File: src/flash_bus_pkg.sv
package flash_bus_pkg;

  // ****************************************
  // Widths
  // ****************************************
  localparam int ADDR_W = 25;   // Word address pins 25 down to 1
  localparam int DATA_W = 16;
  localparam int CFG_W  = 16;

  // ****************************************
  // Pin vector layout after synchronising
  // ****************************************
  localparam int PIN_W    = ADDR_W + DATA_W + 5;
  localparam int P_CLK    = 0;
  localparam int P_AVALID = 1;
  localparam int P_WE     = 2;
  localparam int P_OE     = 3;
  localparam int P_CS     = 4;
  localparam int P_DQ_LO  = 5;
  localparam int P_ADR_LO = P_DQ_LO + DATA_W;
  // Controls idle high, address valid idle low so addresses flow
  localparam logic [PIN_W-1:0] PIN_RESET = 46'h00000000001c;

  // ****************************************
  // Density selection and address masks
  // ****************************************
  typedef enum logic [1:0] {
    DENS_64M,
    DENS_128M,
    DENS_256M,
    DENS_512M
  } density_t;

  localparam logic [ADDR_W-1:0] MASK_64M  = 25'h03fffff;
  localparam logic [ADDR_W-1:0] MASK_128M = 25'h07fffff;
  localparam logic [ADDR_W-1:0] MASK_256M = 25'h0ffffff;
  localparam logic [ADDR_W-1:0] MASK_512M = 25'h1ffffff;
  localparam int DIE_BIT = ADDR_W - 1;   // Top address pin

  // ****************************************
  // Read configuration
  // ****************************************
  localparam int CFG_WAIT_POL_BIT = 10;  // 1: wait asserted high
  localparam int CFG_SYNC_BIT     = 15;  // 1: synchronous reads
  localparam logic [CFG_W-1:0] CFG_RESET = 16'h0400;

endpackage

File: src/wr_stream_if.sv
`timescale 1ns/1ns
interface wr_stream_if;
  import flash_bus_pkg::*;
  logic              valid;
  logic              ready;
  logic [ADDR_W-1:0] addr;
  logic [DATA_W-1:0] data;

  modport src (output valid, output addr, output data, input ready);
  modport snk (input valid, input addr, input data, output ready);
endinterface

File: src/flash_host_bus_interface.sv
`timescale 1ns/1ns
module flash_host_bus_interface
  import flash_bus_pkg::*;
(
  input  wire logic              clock_in,           // System clock
  input  wire logic              rstn_in,            // Reset pin, low
  // Host pins
  input  wire logic [ADDR_W-1:0] addr_pin_in,        // Word address
  input  wire logic [DATA_W-1:0] dq_in,              // Data pin level
  output logic      [DATA_W-1:0] dq_out,             // Data drive value
  output logic      [DATA_W-1:0] dq_oe_out,          // Data drive enable
  input  wire logic              chip_sel_n_in,      // Chip select
  input  wire logic              out_en_n_in,        // Output enable
  input  wire logic              write_en_n_in,      // Write strobe
  input  wire logic              address_valid_n_in, // Address valid
  input  wire logic              bus_clk_in,         // Host bus clock
  output logic                   wait_out,           // Wait level
  output logic                   wait_oe_out,        // Wait enable
  // Configuration from the command logic
  input  wire logic [1:0]        density_in,         // Part density
  input  wire logic              cfg_load_in,        // Config write
  input  wire logic [CFG_W-1:0]  cfg_data_in,        // Config value
  output logic      [CFG_W-1:0]  read_config_reg_out, // Config now
  // Array side
  output logic      [ADDR_W-1:0] array_addr_out,     // Latched address
  output logic                   upper_die_out,      // Upper die chosen
  output logic                   array_active_out,   // Die selected
  input  wire logic [DATA_W-1:0] rd_data_in,         // Array read data
  input  wire logic              rd_valid_in,        // Read data ready
  output logic                   wr_valid_out,       // Write word ready
  output logic      [ADDR_W-1:0] wr_addr_out,        // Write address
  output logic      [DATA_W-1:0] wr_data_out,        // Write data
  input  wire logic              wr_ready_in,        // Core takes word
  input  wire logic              overrun_clr_in,     // Clear overrun
  output logic                   overrun_out         // Write was lost
);

  // ****************************************
  // Function
  // ****************************************
  // Address pins that exist for a density; others read as zero
  function automatic logic [ADDR_W-1:0] dens_mask(input logic [1:0] d);
    logic [ADDR_W-1:0] m;
    m = MASK_64M;
    unique case (density_t'(d))
      DENS_64M:  m = MASK_64M;
      DENS_128M: m = MASK_128M;
      DENS_256M: m = MASK_256M;
      DENS_512M: m = MASK_512M;
    endcase
    return m;
  endfunction

  // ****************************************
  // Pin synchronisers
  // ****************************************
  logic [PIN_W-1:0] pin_raw, s1_q, s2_q, s3_q, filt_q, filt_d, prev_q;

  assign pin_raw = {addr_pin_in, dq_in, chip_sel_n_in, out_en_n_in,
                    write_en_n_in, address_valid_n_in, bus_clk_in};

  // A bit moves only when stages two and three agree
  always_comb begin
    for (int i = 0; i < PIN_W; i++) begin
      filt_d[i] = (s2_q[i] == s3_q[i]) ? s3_q[i] : filt_q[i];
    end
  end

  // Three stages, then the filtered value and its last copy
  always_ff @(posedge clock_in or negedge rstn_in) begin
    if (!rstn_in) begin
      s1_q   <= PIN_RESET;
      s2_q   <= PIN_RESET;
      s3_q   <= PIN_RESET;
      filt_q <= PIN_RESET;
      prev_q <= PIN_RESET;
    end else begin
      s1_q   <= pin_raw;
      s2_q   <= s1_q;
      s3_q   <= s2_q;
      filt_q <= filt_d;
      prev_q <= filt_q;
    end
  end

  // ****************************************
  // Decoded pin levels and edges
  // ****************************************
  logic              cs_n, oe_n, avalid_n, avalid_rise, avalid_fall;
  logic              we_rise, clk_rise, sync_mode, selected, reading;
  logic [ADDR_W-1:0] pin_addr;
  logic [DATA_W-1:0] pin_data;
  logic [CFG_W-1:0]  cfg_q, cfg_d;

  assign cs_n      = filt_q[P_CS];
  assign oe_n      = filt_q[P_OE];
  assign avalid_n    = filt_q[P_AVALID];
  assign avalid_rise = avalid_n && !prev_q[P_AVALID];
  assign avalid_fall = !avalid_n && prev_q[P_AVALID];
  assign we_rise   = filt_q[P_WE] && !prev_q[P_WE];
  assign clk_rise  = filt_q[P_CLK] && !prev_q[P_CLK];
  // Lowest pin is a word address bit; no byte lane below it
  assign pin_addr  = filt_q[P_ADR_LO +: ADDR_W]
                     & dens_mask(density_in);
  assign pin_data  = filt_q[P_DQ_LO +: DATA_W];
  assign sync_mode = cfg_q[CFG_SYNC_BIT];
  assign selected  = !cs_n;
  assign reading   = selected && !oe_n && filt_q[P_WE];

  // ****************************************
  // Read configuration
  // ****************************************
  // Reset leaves the config in asynchronous array read
  always_comb begin
    cfg_d = cfg_q;
    if (cfg_load_in) begin
      cfg_d = cfg_data_in;
    end
  end

  always_ff @(posedge clock_in or negedge rstn_in) begin
    if (!rstn_in) begin
      cfg_q <= CFG_RESET;
    end else begin
      cfg_q <= cfg_d;
    end
  end

  // ****************************************
  // Address latch
  // ****************************************
  logic [ADDR_W-1:0] addr_q, addr_d;
  logic              captured_q, captured_d;
  logic              die_q, die_d, active_q, active_d;

  always_comb begin
    addr_d     = addr_q;
    captured_d = captured_q;
    if (sync_mode) begin
      // First of valid rise or bus clock edge wins; a new cycle
      // starts when address valid falls again
      if (avalid_fall) begin
        captured_d = 1'b0;
      end
      if ((!captured_q || avalid_fall)
          && (avalid_rise || (clk_rise && !avalid_n))) begin
        addr_d     = pin_addr;
        captured_d = 1'b1;
      end
    end else begin
      // Flow through while valid is low, hold after it rises
      captured_d = 1'b0;
      if (!avalid_n || avalid_rise) begin
        addr_d = pin_addr;
      end
    end
    die_d    = (density_t'(density_in) == DENS_512M)
               && addr_d[DIE_BIT];
    active_d = selected;
  end

  always_ff @(posedge clock_in or negedge rstn_in) begin
    if (!rstn_in) begin
      addr_q     <= '0;
      captured_q <= 1'b0;
      die_q      <= 1'b0;
      active_q   <= 1'b0;
    end else begin
      addr_q     <= addr_d;
      captured_q <= captured_d;
      die_q      <= die_d;
      active_q   <= active_d;
    end
  end

  // ****************************************
  // Output drivers and wait
  // ****************************************
  logic [DATA_W-1:0] dq_q, dq_d, dq_oe_q, dq_oe_d;
  logic              wait_q, wait_d, wait_oe_q, wait_oe_d, wait_act;

  always_comb begin
    dq_d    = dq_q;
    if (reading) begin
      dq_d = rd_data_in;
    end
    // Released whenever select or output enable is high
    dq_oe_d   = reading ? '1 : '0;
    wait_oe_d = selected && !oe_n;
    // Only a sync read may flag data not yet valid
    wait_act  = reading && sync_mode && !rd_valid_in;
    wait_d    = wait_act ~^ cfg_q[CFG_WAIT_POL_BIT];
  end

  always_ff @(posedge clock_in or negedge rstn_in) begin
    if (!rstn_in) begin
      dq_q      <= '0;
      dq_oe_q   <= '0;
      wait_q    <= 1'b0;
      wait_oe_q <= 1'b0;
    end else begin
      dq_q      <= dq_d;
      dq_oe_q   <= dq_oe_d;
      wait_q    <= wait_d;
      wait_oe_q <= wait_oe_d;
    end
  end

  // ****************************************
  // Write capture
  // ****************************************
  wr_stream_if       wr_if ();
  logic              pend_q, pend_d, ovr_q, ovr_d;
  logic [ADDR_W-1:0] pend_a_q, pend_a_d;
  logic [DATA_W-1:0] pend_w_q, pend_w_d;
  logic              new_wr;

  // A held word waits for buffer room; the host cannot be stalled,
  // so a strobe arriving meanwhile is dropped and flagged
  always_comb begin
    new_wr   = we_rise && selected;
    pend_d   = pend_q;
    pend_a_d = pend_a_q;
    pend_w_d = pend_w_q;
    ovr_d    = ovr_q;
    if (overrun_clr_in) begin
      ovr_d = 1'b0;
    end
    if (pend_q && wr_if.ready) begin
      pend_d = 1'b0;
    end
    if (new_wr) begin
      if (pend_d) begin
        ovr_d = 1'b1;
      end else begin
        pend_d   = 1'b1;
        pend_a_d = sync_mode ? pin_addr : addr_d;
        pend_w_d = pin_data;
      end
    end
  end

  // Reset clears the held word so no write survives it
  always_ff @(posedge clock_in or negedge rstn_in) begin
    if (!rstn_in) begin
      pend_q   <= 1'b0;
      pend_a_q <= '0;
      pend_w_q <= '0;
      ovr_q    <= 1'b0;
    end else begin
      pend_q   <= pend_d;
      pend_a_q <= pend_a_d;
      pend_w_q <= pend_w_d;
      ovr_q    <= ovr_d;
    end
  end

  assign wr_if.valid = pend_q;
  assign wr_if.addr  = pend_a_q;
  assign wr_if.data  = pend_w_q;

  write_buffer write_buffer_inst (
    .clock_in  (clock_in),
    .rstn_in   (rstn_in),
    .push      (wr_if.snk),
    .valid_out (wr_valid_out),
    .addr_out  (wr_addr_out),
    .data_out  (wr_data_out),
    .ready_in  (wr_ready_in)
  );

  // ****************************************
  // Outputs
  // ****************************************
  assign dq_out              = dq_q;
  assign dq_oe_out           = dq_oe_q;
  assign wait_out            = wait_q;
  assign wait_oe_out         = wait_oe_q;
  assign read_config_reg_out = cfg_q;
  assign array_addr_out      = addr_q;
  assign upper_die_out       = die_q;
  assign array_active_out    = active_q;
  assign overrun_out         = ovr_q;

endmodule // flash_host_bus_interface

File: src/write_buffer.sv
`timescale 1ns/1ns
module write_buffer
  import flash_bus_pkg::*;
(
  input  wire logic              clock_in,    // System clock
  input  wire logic              rstn_in,     // Async reset, low
  wr_stream_if.snk               push,        // Captured writes
  output logic                   valid_out,   // Head entry valid
  output logic [ADDR_W-1:0]      addr_out,    // Head address
  output logic [DATA_W-1:0]      data_out,    // Head data
  input  wire logic              ready_in     // Drain accepts head
);

  logic              head_v_q, head_v_d;
  logic              tail_v_q, tail_v_d;
  logic [ADDR_W-1:0] head_a_q, head_a_d, tail_a_q, tail_a_d;
  logic [DATA_W-1:0] head_w_q, head_w_d, tail_w_q, tail_w_d;
  logic              pop, psh;

  // Head always sits in the first entry so outputs come from flops
  assign push.ready = !tail_v_q;
  assign valid_out  = head_v_q;
  assign addr_out   = head_a_q;
  assign data_out   = head_w_q;

  // ****************************************
  // Next state of the two entries
  // ****************************************
  always_comb begin
    pop      = head_v_q && ready_in;
    psh      = push.valid && !tail_v_q;
    head_v_d = head_v_q;
    head_a_d = head_a_q;
    head_w_d = head_w_q;
    tail_v_d = tail_v_q;
    tail_a_d = tail_a_q;
    tail_w_d = tail_w_q;
    if (pop) begin
      head_v_d = tail_v_q;
      head_a_d = tail_a_q;
      head_w_d = tail_w_q;
      tail_v_d = 1'b0;
    end
    if (psh) begin
      // New word goes behind whatever stays in the head
      if (!head_v_d) begin
        head_v_d = 1'b1;
        head_a_d = push.addr;
        head_w_d = push.data;
      end else begin
        tail_v_d = 1'b1;
        tail_a_d = push.addr;
        tail_w_d = push.data;
      end
    end
  end

  // Register the entries
  always_ff @(posedge clock_in or negedge rstn_in) begin
    if (!rstn_in) begin
      head_v_q <= 1'b0;
      tail_v_q <= 1'b0;
      head_a_q <= '0;
      tail_a_q <= '0;
      head_w_q <= '0;
      tail_w_q <= '0;
    end else begin
      head_v_q <= head_v_d;
      tail_v_q <= tail_v_d;
      head_a_q <= head_a_d;
      tail_a_q <= tail_a_d;
      head_w_q <= head_w_d;
      tail_w_q <= tail_w_d;
    end
  end

endmodule // write_buffer

File: config.mk
export PLATFORM = sky130hd
export DESIGN_NAME = flash_host_bus_interface
export DESIGN_NICKNAME = d
export VERILOG_FILES = /design/src/flash_bus_pkg.sv /design/src/wr_stream_if.sv /design/src/flash_host_bus_interface.sv /design/src/write_buffer.sv
export SDC_FILE = /design/constraint.sdc
export NUM_CORES = 1
export LEC_CHECK = 0
export ABC_CLOCK_PERIOD_IN_PS = 6000
export BUFFER_PORTS_ARGS = -buffer_cell sky130_fd_sc_hd__buf_2
export CORE_ASPECT_RATIO = 1.5
export CORE_MARGIN = 4
export CORE_UTILIZATION = 35
export DETAILED_ROUTE_END_ITERATION = 12
export GPL_TIMING_DRIVEN = 0
export PLACE_DENSITY = 0.64
export SLEW_MARGIN = 20
export SYNTH_ARGS = -nofsm -noshare
export SYNTH_HDL_FRONTEND = slang
export SYNTH_HIERARCHICAL = 1
export SYNTH_SLANG_ARGS = --single-unit
File: constraint.sdc
create_clock -name clock_in -period 6 [get_ports clock_in]
set_clock_uncertainty 0.2 [all_clocks]
set_input_delay 1.2 -clock clock_in [delete_from_list [all_inputs] [get_ports clock_in]]
set_output_delay 1.2 -clock clock_in [all_outputs]
set_load 0.005 [all_outputs]
# Word-level counts from Yosys, hierarchy flattened
# Index checks and enable logic that the tools add are counted.
# word_totals
ff_bits,392
input_bits,86
out_inout_bits,120
word_cells,176
# op_classes
n_eq_ne,50
muxes,25
n_bitwise,3
n_reduce_logical,29
# ops
op,count
2-to-1 mux 25 bit,7
one-hot mux 25 bit (4 select lines),1
2-to-1 mux 16 bit,4
equality test 1 bit,46
bitwise AND 25 bit,1
logical AND 1 bit,14
2-to-1 mux 1 bit,13
logical NOT 1 bit,9
equality test 2 bit (second input constant),2
AND reduction 2 bit,2
logical OR 1 bit,3
!= test 3 x 2 -> 1 bit (second input constant),1
equality test 2 x 1 -> 1 bit (second input constant),1
logical NOT 2 bit,1
NOT 1 bit,1
XNOR 1 bit,1

# Depth between registers and ports, before layout
# Gate-level depths: netlist (run 1).
# depth
depth_word,8
ltp_mapped,6
depth_no_buf,4

# By module
# Netlist (run 1), hierarchy kept.
# modules_own_cells
mod,n_inst,cells_per_inst,area_each_um2,seq_area_each_um2
flash_host_bus_interface,1,518,9836.9,7349.5
write_buffer,1,229,3598.5,2102.0

# Worst setup path after synthesis (run 1)
# No wires, ideal clock.
# synth_path
path_type,input-to-reg
startpoint,input wr_ready_in
endpoint,"register write_buffer_inst.head_a_q[0], in the netlist write_buffer_inst/addr_out[0]"
setup_time_ns,0.125
arrival_time_ns,2.120
required_ns,5.675
path_slack_ns,3.555
cell_stages,4
n_path_buf,1
cell_sequence,nand2_1 buf_2 mux2_1 mux2_2
# synth_via
elab_chain_cells,4
elab_cells_between_ends,5
classes_between,4 x mux; 1 x reduce/logical
# synth_lines
element,line,rtl
from (decl),flash_host_bus_interface.sv:33,"input wire logic wr_ready_in,"
logical AND 1 bit *,write_buffer.sv:30,pop = head_v_q && ready_in;
2-to-1 mux 25 bit / 2-to-1 mux 1 bit (equally long branches),write_buffer.sv:38,if (pop) begin
2-to-1 mux 25 bit,write_buffer.sv:46,if (!head_v_d) begin
2-to-1 mux 25 bit *,write_buffer.sv:44,if (psh) begin
net write_buffer_inst.head_a_d[0],write_buffer.sv:16,"logic [ADDR_W-1:0] head_a_q, head_a_d, tail_a_q, tail_a_d;"
to (signal assigned),write_buffer.sv:63,head_a_q <= '0;
to (signal assigned),write_buffer.sv:70,head_a_q <= head_a_d;
to (decl),write_buffer.sv:16,
# Mark *: on every way through the listed nets, which the timed path passes. The rest lies on a longest branch.
# A chain may end at the register's enable or synchronous reset.

==> results of run 1 <==
per-stage QoR:
step / instances / instance area, µm²
4_1_cts: 1511 / 16500
3_5_place_dp: 1444 / 15200
5_1_grt: 1511 / 16500
2_1_floorplan: 747 / 13400
3_3_place_gp: 1440 / 15100
6_report: 1512 / 16500
worst paths after layout:
kind	endpoint	slack (ns)
hold reg to reg	s2_q[23]	0.14
min in group asynchronous	s1_q[32]	0.38
setup reg to reg	array_addr_out[10]	3.86
setup / recovery	dq_oe_out[5]	3.17
max in group asynchronous	write_buffer_inst/tail_w_q[2]	4.14
hold / removal	s2_q[23]	0.14
Yosys cell counts, drive strengths merged:
library cell,count,area [µm²]
dfrtp,363,9080
mux2,243,2920
maj3,46,460
buf,41,323
dfstp,14,368
inv,6,22.5
nand2,5,18.8
mux2i,4,40.0
nand2b,3,18.8
nand3,3,15.0
nand3b,3,35.0
nor2,2,10.0
nor2b,2,20.0
o21ai,2,10.0
a21o,1,7.51
a21oi,1,5.00
and2,1,6.26
nor3b,1,7.51
o21a,1,7.51
o22ai,1,6.26
o311ai,1,26.3
o31ai,1,7.51
or3b,1,11.3
xor2,1,8.76
state kept, by name, summed over array words and instances (netlist names), 3 cells and up:
signal                      flops
write_buffer_inst/data_out     16
pend_w_q                       16
write_buffer_inst/tail_w_q     16
array_addr_out                 25
s1_q                           46
dq_out                         16
s2_q                           46
write_buffer_inst/tail_a_q     25
pend_a_q                       25
prev_q                          3
read_config_reg_out            16
write_buffer_inst/addr_out     25
filt_q                         46
s3_q                           46
layout make-up:
class	count	area (µm²)	area share
Inverter	6	22.5	0.00137
Multi-Input combinational cell	323	3640	0.221
Antenna cell	1	2.50	0.000152
Tap cell	489	612	0.0371
Buffer	41	323	0.0196
Sequential cell	377	9450	0.574
Clock buffer	49	1070	0.0652
Clock inverter	18	213	0.0129
Timing Repair Buffer	208	1140	0.0693
routing by layer:
| layer | vias up | part of all wire | global-route usage |
|---|---|---|---|
| li1 | 3086 | - | - |
| met1 | 3408 | 0.41 | 0.150 |
| met2 | 179 | 0.50 | 0.210 |
| met3 | 41 | 0.061 | 0.0331 |
| met4 | 0 | 0.028 | 0.0466 |
| met5 | - | 0 | 0 |
kinds of logic (layout without fill, tap and decap cells):
family / count (synthesis) / count (layout) / synth area share
AOI/OAI and AO/OA: 8 / 8 / 0.00522
xor gates and xnor gates: 1 / 1 / 0.000652
adders and majority gates: 46 / 46 / 0.0343
buffers and inverters: 47 / 322 / 0.0257
DFF: 377 / 377 / 0.703
muxes: 247 / 247 / 0.220
other: 0 / 1 / 0
and+or+nand+nor: 21 / 21 / 0.0106
power groups by stage:
stage	combinational, W	sequential, W	clock [W]
after floorplan	0.000823	0.00338	0
after global placement	0.00129	0.00342	0
after detailed placement	0.00134	0.00345	0
after CTS	0.00135	0.00341	0.00250
after global routing	0.00144	0.00347	0.00261
final	0.00130	0.00339	0.00240
worst reg2reg max path, stage by stage, from the launching register on:
cell	delay, ns
dfrtp_1	0.44
inv_1	0.12
o311ai_4	0.63
buf_6	0.28
mux2_2	0.36
==> results.cfg, run 1 <==
[pwr]
p_per_area_nw_per_um2 = 431
ir_drop_v = 0.000227
combPwrFrac = 0.183
internal-power_w = 0.00534
p_sw_w = 0.00176
seq_power_share = 0.478
p_leak_nw = 7.74
swShare = 0.248
power_frac_clock = 0.339
fin_total_pwr_w = 0.00710

[setup_path]
slowest_stage = dfrtp_1
r2r-start = read_config_reg_out[15]
worstSetupStartpoint = dq_oe_out[14]
worst-endpoint-required_ns = 4.60
critical_path_depth = 2
path_max_fanout = 16
crit_path_end_kind = output port
r2r_cells = 4
crit_family = flip-flops
slowest_delay_ns = 0.62
crit_path_start_kind = flop
worstPathArrival_ns = 1.43
crit_type = reg2out
critPathBufInv = 2
worstPathCellList = buf_4 > buf_2

[routing]
vias = 6714
viasPerCell = 4.44
drc = 0
wl_um = 25300
ant_nets = 0
routedWlPerCell_um = 16.7
drtIter0Drc = 234
first_pass_iters = 4

[clocking]
cts_hold_buf = 0
post_cts_resized = 0
cts_buffers = 38
worstSkewPairLatency_ns = 0.52
clk_pin_slew_worst_paths_ns = 0.07
cts_setup_buffers = 0
cts_tree = done
cts_root_buf = clkbuf_16
ctsHtreeMaxLevel = 2
cts.sinks = 377
cts_buffer_depth = 3

[floorplan]
start_util = 0.356
die_y_um = 248
die_w_um = 168
core_area_um2 = 37800
rows = 87
io_pins = 206
die-area_um2 = 41600

[grt]
grt_max_degree = 102
grt_pass1_vias = 7522
groute.usage.overall = 0.123
antenna_found_initial = 1
grt_remaining_overflow = 0
grt_pass1_wl_um = 41200

[placed_design]
port-buffer-count = 204
preCtsSetupSlack_ns = 3.07
gp_congestion = 0.669
hpwl_um = 16700

[finish]
final_common_cell = dfrtp_1
final_cell_mix = dfrtp_1, buf_2, mux2_2
drive_gt1_frac = 0.520
area_growth_pct = 22.6
fin_nets = 1081
fin_util = 0.436
nFillCells = 3323

[timing]
worst_pin_slew_ns = 0.680
hold_viol = 0
slew_violations = 0
timing.final.ws_setup_ns = 3.17
hold-worst-slack_ns = 0.140
period_share = 0.472
tns_ns = 0
fmax_mhz = 353
rsz0062_at_grt = no
min_period_ns = 2.83
setup_viol = 0
slew_headroom = 0.546

[synth]
syn_area_um2 = 13400
synthCells = 747
synth_cell_types = 33
syn_nets = 833
synth_seq_cells = 377
ys_seq_area_frac = 0.703
yosysWarnings = 6
avgSynthCellArea_um2 = 18.0

[hold_path]
worstHoldStart = s1_q[23]
holdPathStages = 0
hold_path_class = reg2reg

[run]
drv_cap = 0

[status]
status = complete, no violations
(Power assumes the default switching activity.)
==> run 2: changes to the inputs <==
--- a/config.mk
+++ b/config.mk
@@ -5,7 +5,7 @@
 export SDC_FILE = /design/constraint.sdc
 export NUM_CORES = 1
 export LEC_CHECK = 0
-export ABC_CLOCK_PERIOD_IN_PS = 6000
+export ABC_CLOCK_PERIOD_IN_PS = 2800
 export BUFFER_PORTS_ARGS = -buffer_cell sky130_fd_sc_hd__buf_2
 export CORE_ASPECT_RATIO = 1.5
 export CORE_MARGIN = 4
==> constraint.sdc (replaced) <==
create_clock -name clock_in -period 2.8 [get_ports clock_in]
set_clock_uncertainty 0.2 [all_clocks]
set_input_delay 0.56 -clock clock_in [delete_from_list [all_inputs] [get_ports clock_in]]
set_output_delay 0.56 -clock clock_in [all_outputs]
set_load 0.005 [all_outputs]
==> run 2 against run 1 <==
Via count up 2.7%. Global-route usage up 0.16 points. Power up 120%. Clock power up 120%. Register-to-register slack worse by 3.2 ns. Combinational power up 120%. Sequential power up 110%. Critical path depth unchanged. Worst setup slack worse by 2.6 ns. Wire length up 1.2%. Flip-flop and latch count unchanged. Hold slack worse by 0.096 ns. Critical endpoint is now dq_oe_out[1]. Critical path type unchanged.
==> results.cfg, run 2 (synthesis results as in run 1) <==
[floorplan]
core_area_um2 = 37800
die_y_um = 248
rows = 87
die_w_um = 168
start_util = 0.356
die-area_um2 = 41600
io_pins = 206

[clocking]
cts_buffers = 38
clk_pin_slew_worst_paths_ns = 0.06
cts.sinks = 377
cts_tree = done
cts_buffer_depth = 3
cts_root_buf = clkbuf_16
worstSkewPairLatency_ns = 0.52
ctsHtreeMaxLevel = 2
cts_setup_buffers = 0

[grt]
grtUsageMet2 = 0.213
grt_max_degree = 102
grt_pass1_wl_um = 41800
grt_remaining_overflow = 0
met1_usage = 0.153
met3_usage = 0.0317
antenna_found_initial = 1
grt_pass1_vias = 7690
grt_busiest_layer = met2
groute.usage.overall = 0.125

[finish]
fin_nets = 1128
seq_area_um2 = 9450
area_growth_pct = 26.1
final_cells = 1559
multi_input_area_um2 = 3640
final_cell_mix = dfrtp_1, buf_2, mux2_2
nFillCells = 3284
drive_gt1_frac = 0.497
final_common_cell = dfrtp_1

[hold_path]
hold_path_class = in2reg
worstHoldStart = overrun_clr_in
worstHoldEndpoint = overrun_out
holdPathStages = 2

[pwr]
swShare = 0.248
p_leak_nw = 7.93
ir_drop_v = 0.000481
p_per_area_nw_per_um2 = 901
power_frac_clock = 0.338
seq_power_share = 0.476
p_sw_w = 0.00379
internal-power_w = 0.0115
combPwrFrac = 0.186

[setup_path]
slowest_stage = dfrtp_1
r2r-start = read_config_reg_out[15]
crit_type = reg2out
r2r_cells = 4
worstPathArrival_ns = 1.43
r2r_setup_slack_ns = 0.66
slowest_delay_ns = 0.62
crit_path_end_kind = output port
timing.rr.end = array_addr_out[10]
worst-endpoint-required_ns = 2.04
worstPathCellList = buf_4 > buf_2
crit_path_start_kind = flop
path_max_fanout = 16
critPathBufInv = 2
crit_family = flip-flops

[routing]
first_pass_iters = 4
ant_nets = 0
viasPerCell = 4.42
routedWlPerCell_um = 16.4
drtIter0Drc = 189
wl_um = 25600
vias = 6896
drc = 0

[placed_design]
gp_congestion = 0.669
port-buffer-count = 204
placedCellCount = 1444
hpwl_um = 16700

[timing]
period_share = 0.784
min_period_ns = 2.19
setup_viol = 0
slew_violations = 0
worst_pin_slew_ns = 0.675
rsz0062_at_grt = no
slew_headroom = 0.549
hold_viol = 0
fmax_mhz = 456
hold-worst-slack_ns = 0.0438

[status]
status = complete, no violations

[run]
drv_cap = 0
-- run 2: cell types whose count changed in the layout (fill, tap and decap cells not counted) --
cell and delta:
dlygate4sd3_1 +47
-- run 2: power groups by stage --
stage	combinational, W	sequential (W)	clock [W]
finish	0.00284	0.00727	0.00516
global route	0.00313	0.00744	0.00559
CTS	0.00293	0.00730	0.00536
detailed placement	0.00287	0.00739	0
global placement	0.00277	0.00732	0
floorplan	0.00176	0.00725	0
-- run 2: worst max-delay path by stage --
stage / from / endpoint / slack [ns] / cells past startpoint
2_1_floorplan: filt_q[2] / pend_a_q[0] / 0.87 / 5
3_3_place_gp: rstn_in / filt_q[13] / -6.23 / 1
3_5_place_dp: wr_ready_in / write_buffer_inst/tail_w_q[13] / 0.51 / 5
4_1_cts: dq_oe_out[14] / dq_oe_out[3] / 0.56 / 2
5_1_grt: dq_oe_out[14] / dq_oe_out[9] / 0.45 / 2
6_report: dq_oe_out[14] / dq_oe_out[1] / 0.61 / 2
-- run 2: area by class of cell --
type                            count  area share
Buffer                             41      0.0190
Clock buffer                       49      0.0633
Clock inverter                     18      0.0126
Sequential cell                   377       0.558
Antenna cell                        1    0.000148
Inverter                            6     0.00133
Tap cell                          489      0.0361
Timing Repair Buffer              255      0.0951
Multi-Input combinational cell    323       0.215
-- run 2: timing repair --
item | in CTS | in global routing
endpoints found under the setup margin | 0 | 0
gates resized for setup | 0 | 0
hold buffers | 47 | 0
hold endpoints to repair | 90 | 0
-- run 2: metal layers --
| layer | wire length [µm] | vias to the layer above | share of wire |
|---|---|---|---|
| met2 | 13000 | 174 | 0.51 |
| li1 | - | 3179 | - |
| met3 | 1460 | 39 | 0.057 |
| met1 | 10400 | 3504 | 0.41 |
| met5 | 0 | - | 0 |
| met4 | 689 | 0 | 0.027 |
-- run 2: metrics by stage --
stage	area [µm²]	total power, W	setup WS (ns)	util	setup TNS [ns]
CTS	16900	0.0156	0.565	0.449	0
detailed placement	15200	0.0103	0.505	0.402	0
global placement	15100	0.0101	-6.23	0.399	-2292.72
finish	16900	0.0153	0.606	0.449	0
floorplan	13400	0.00901	0.872	-	0
global route	16900	0.0162	0.450	0.449	0
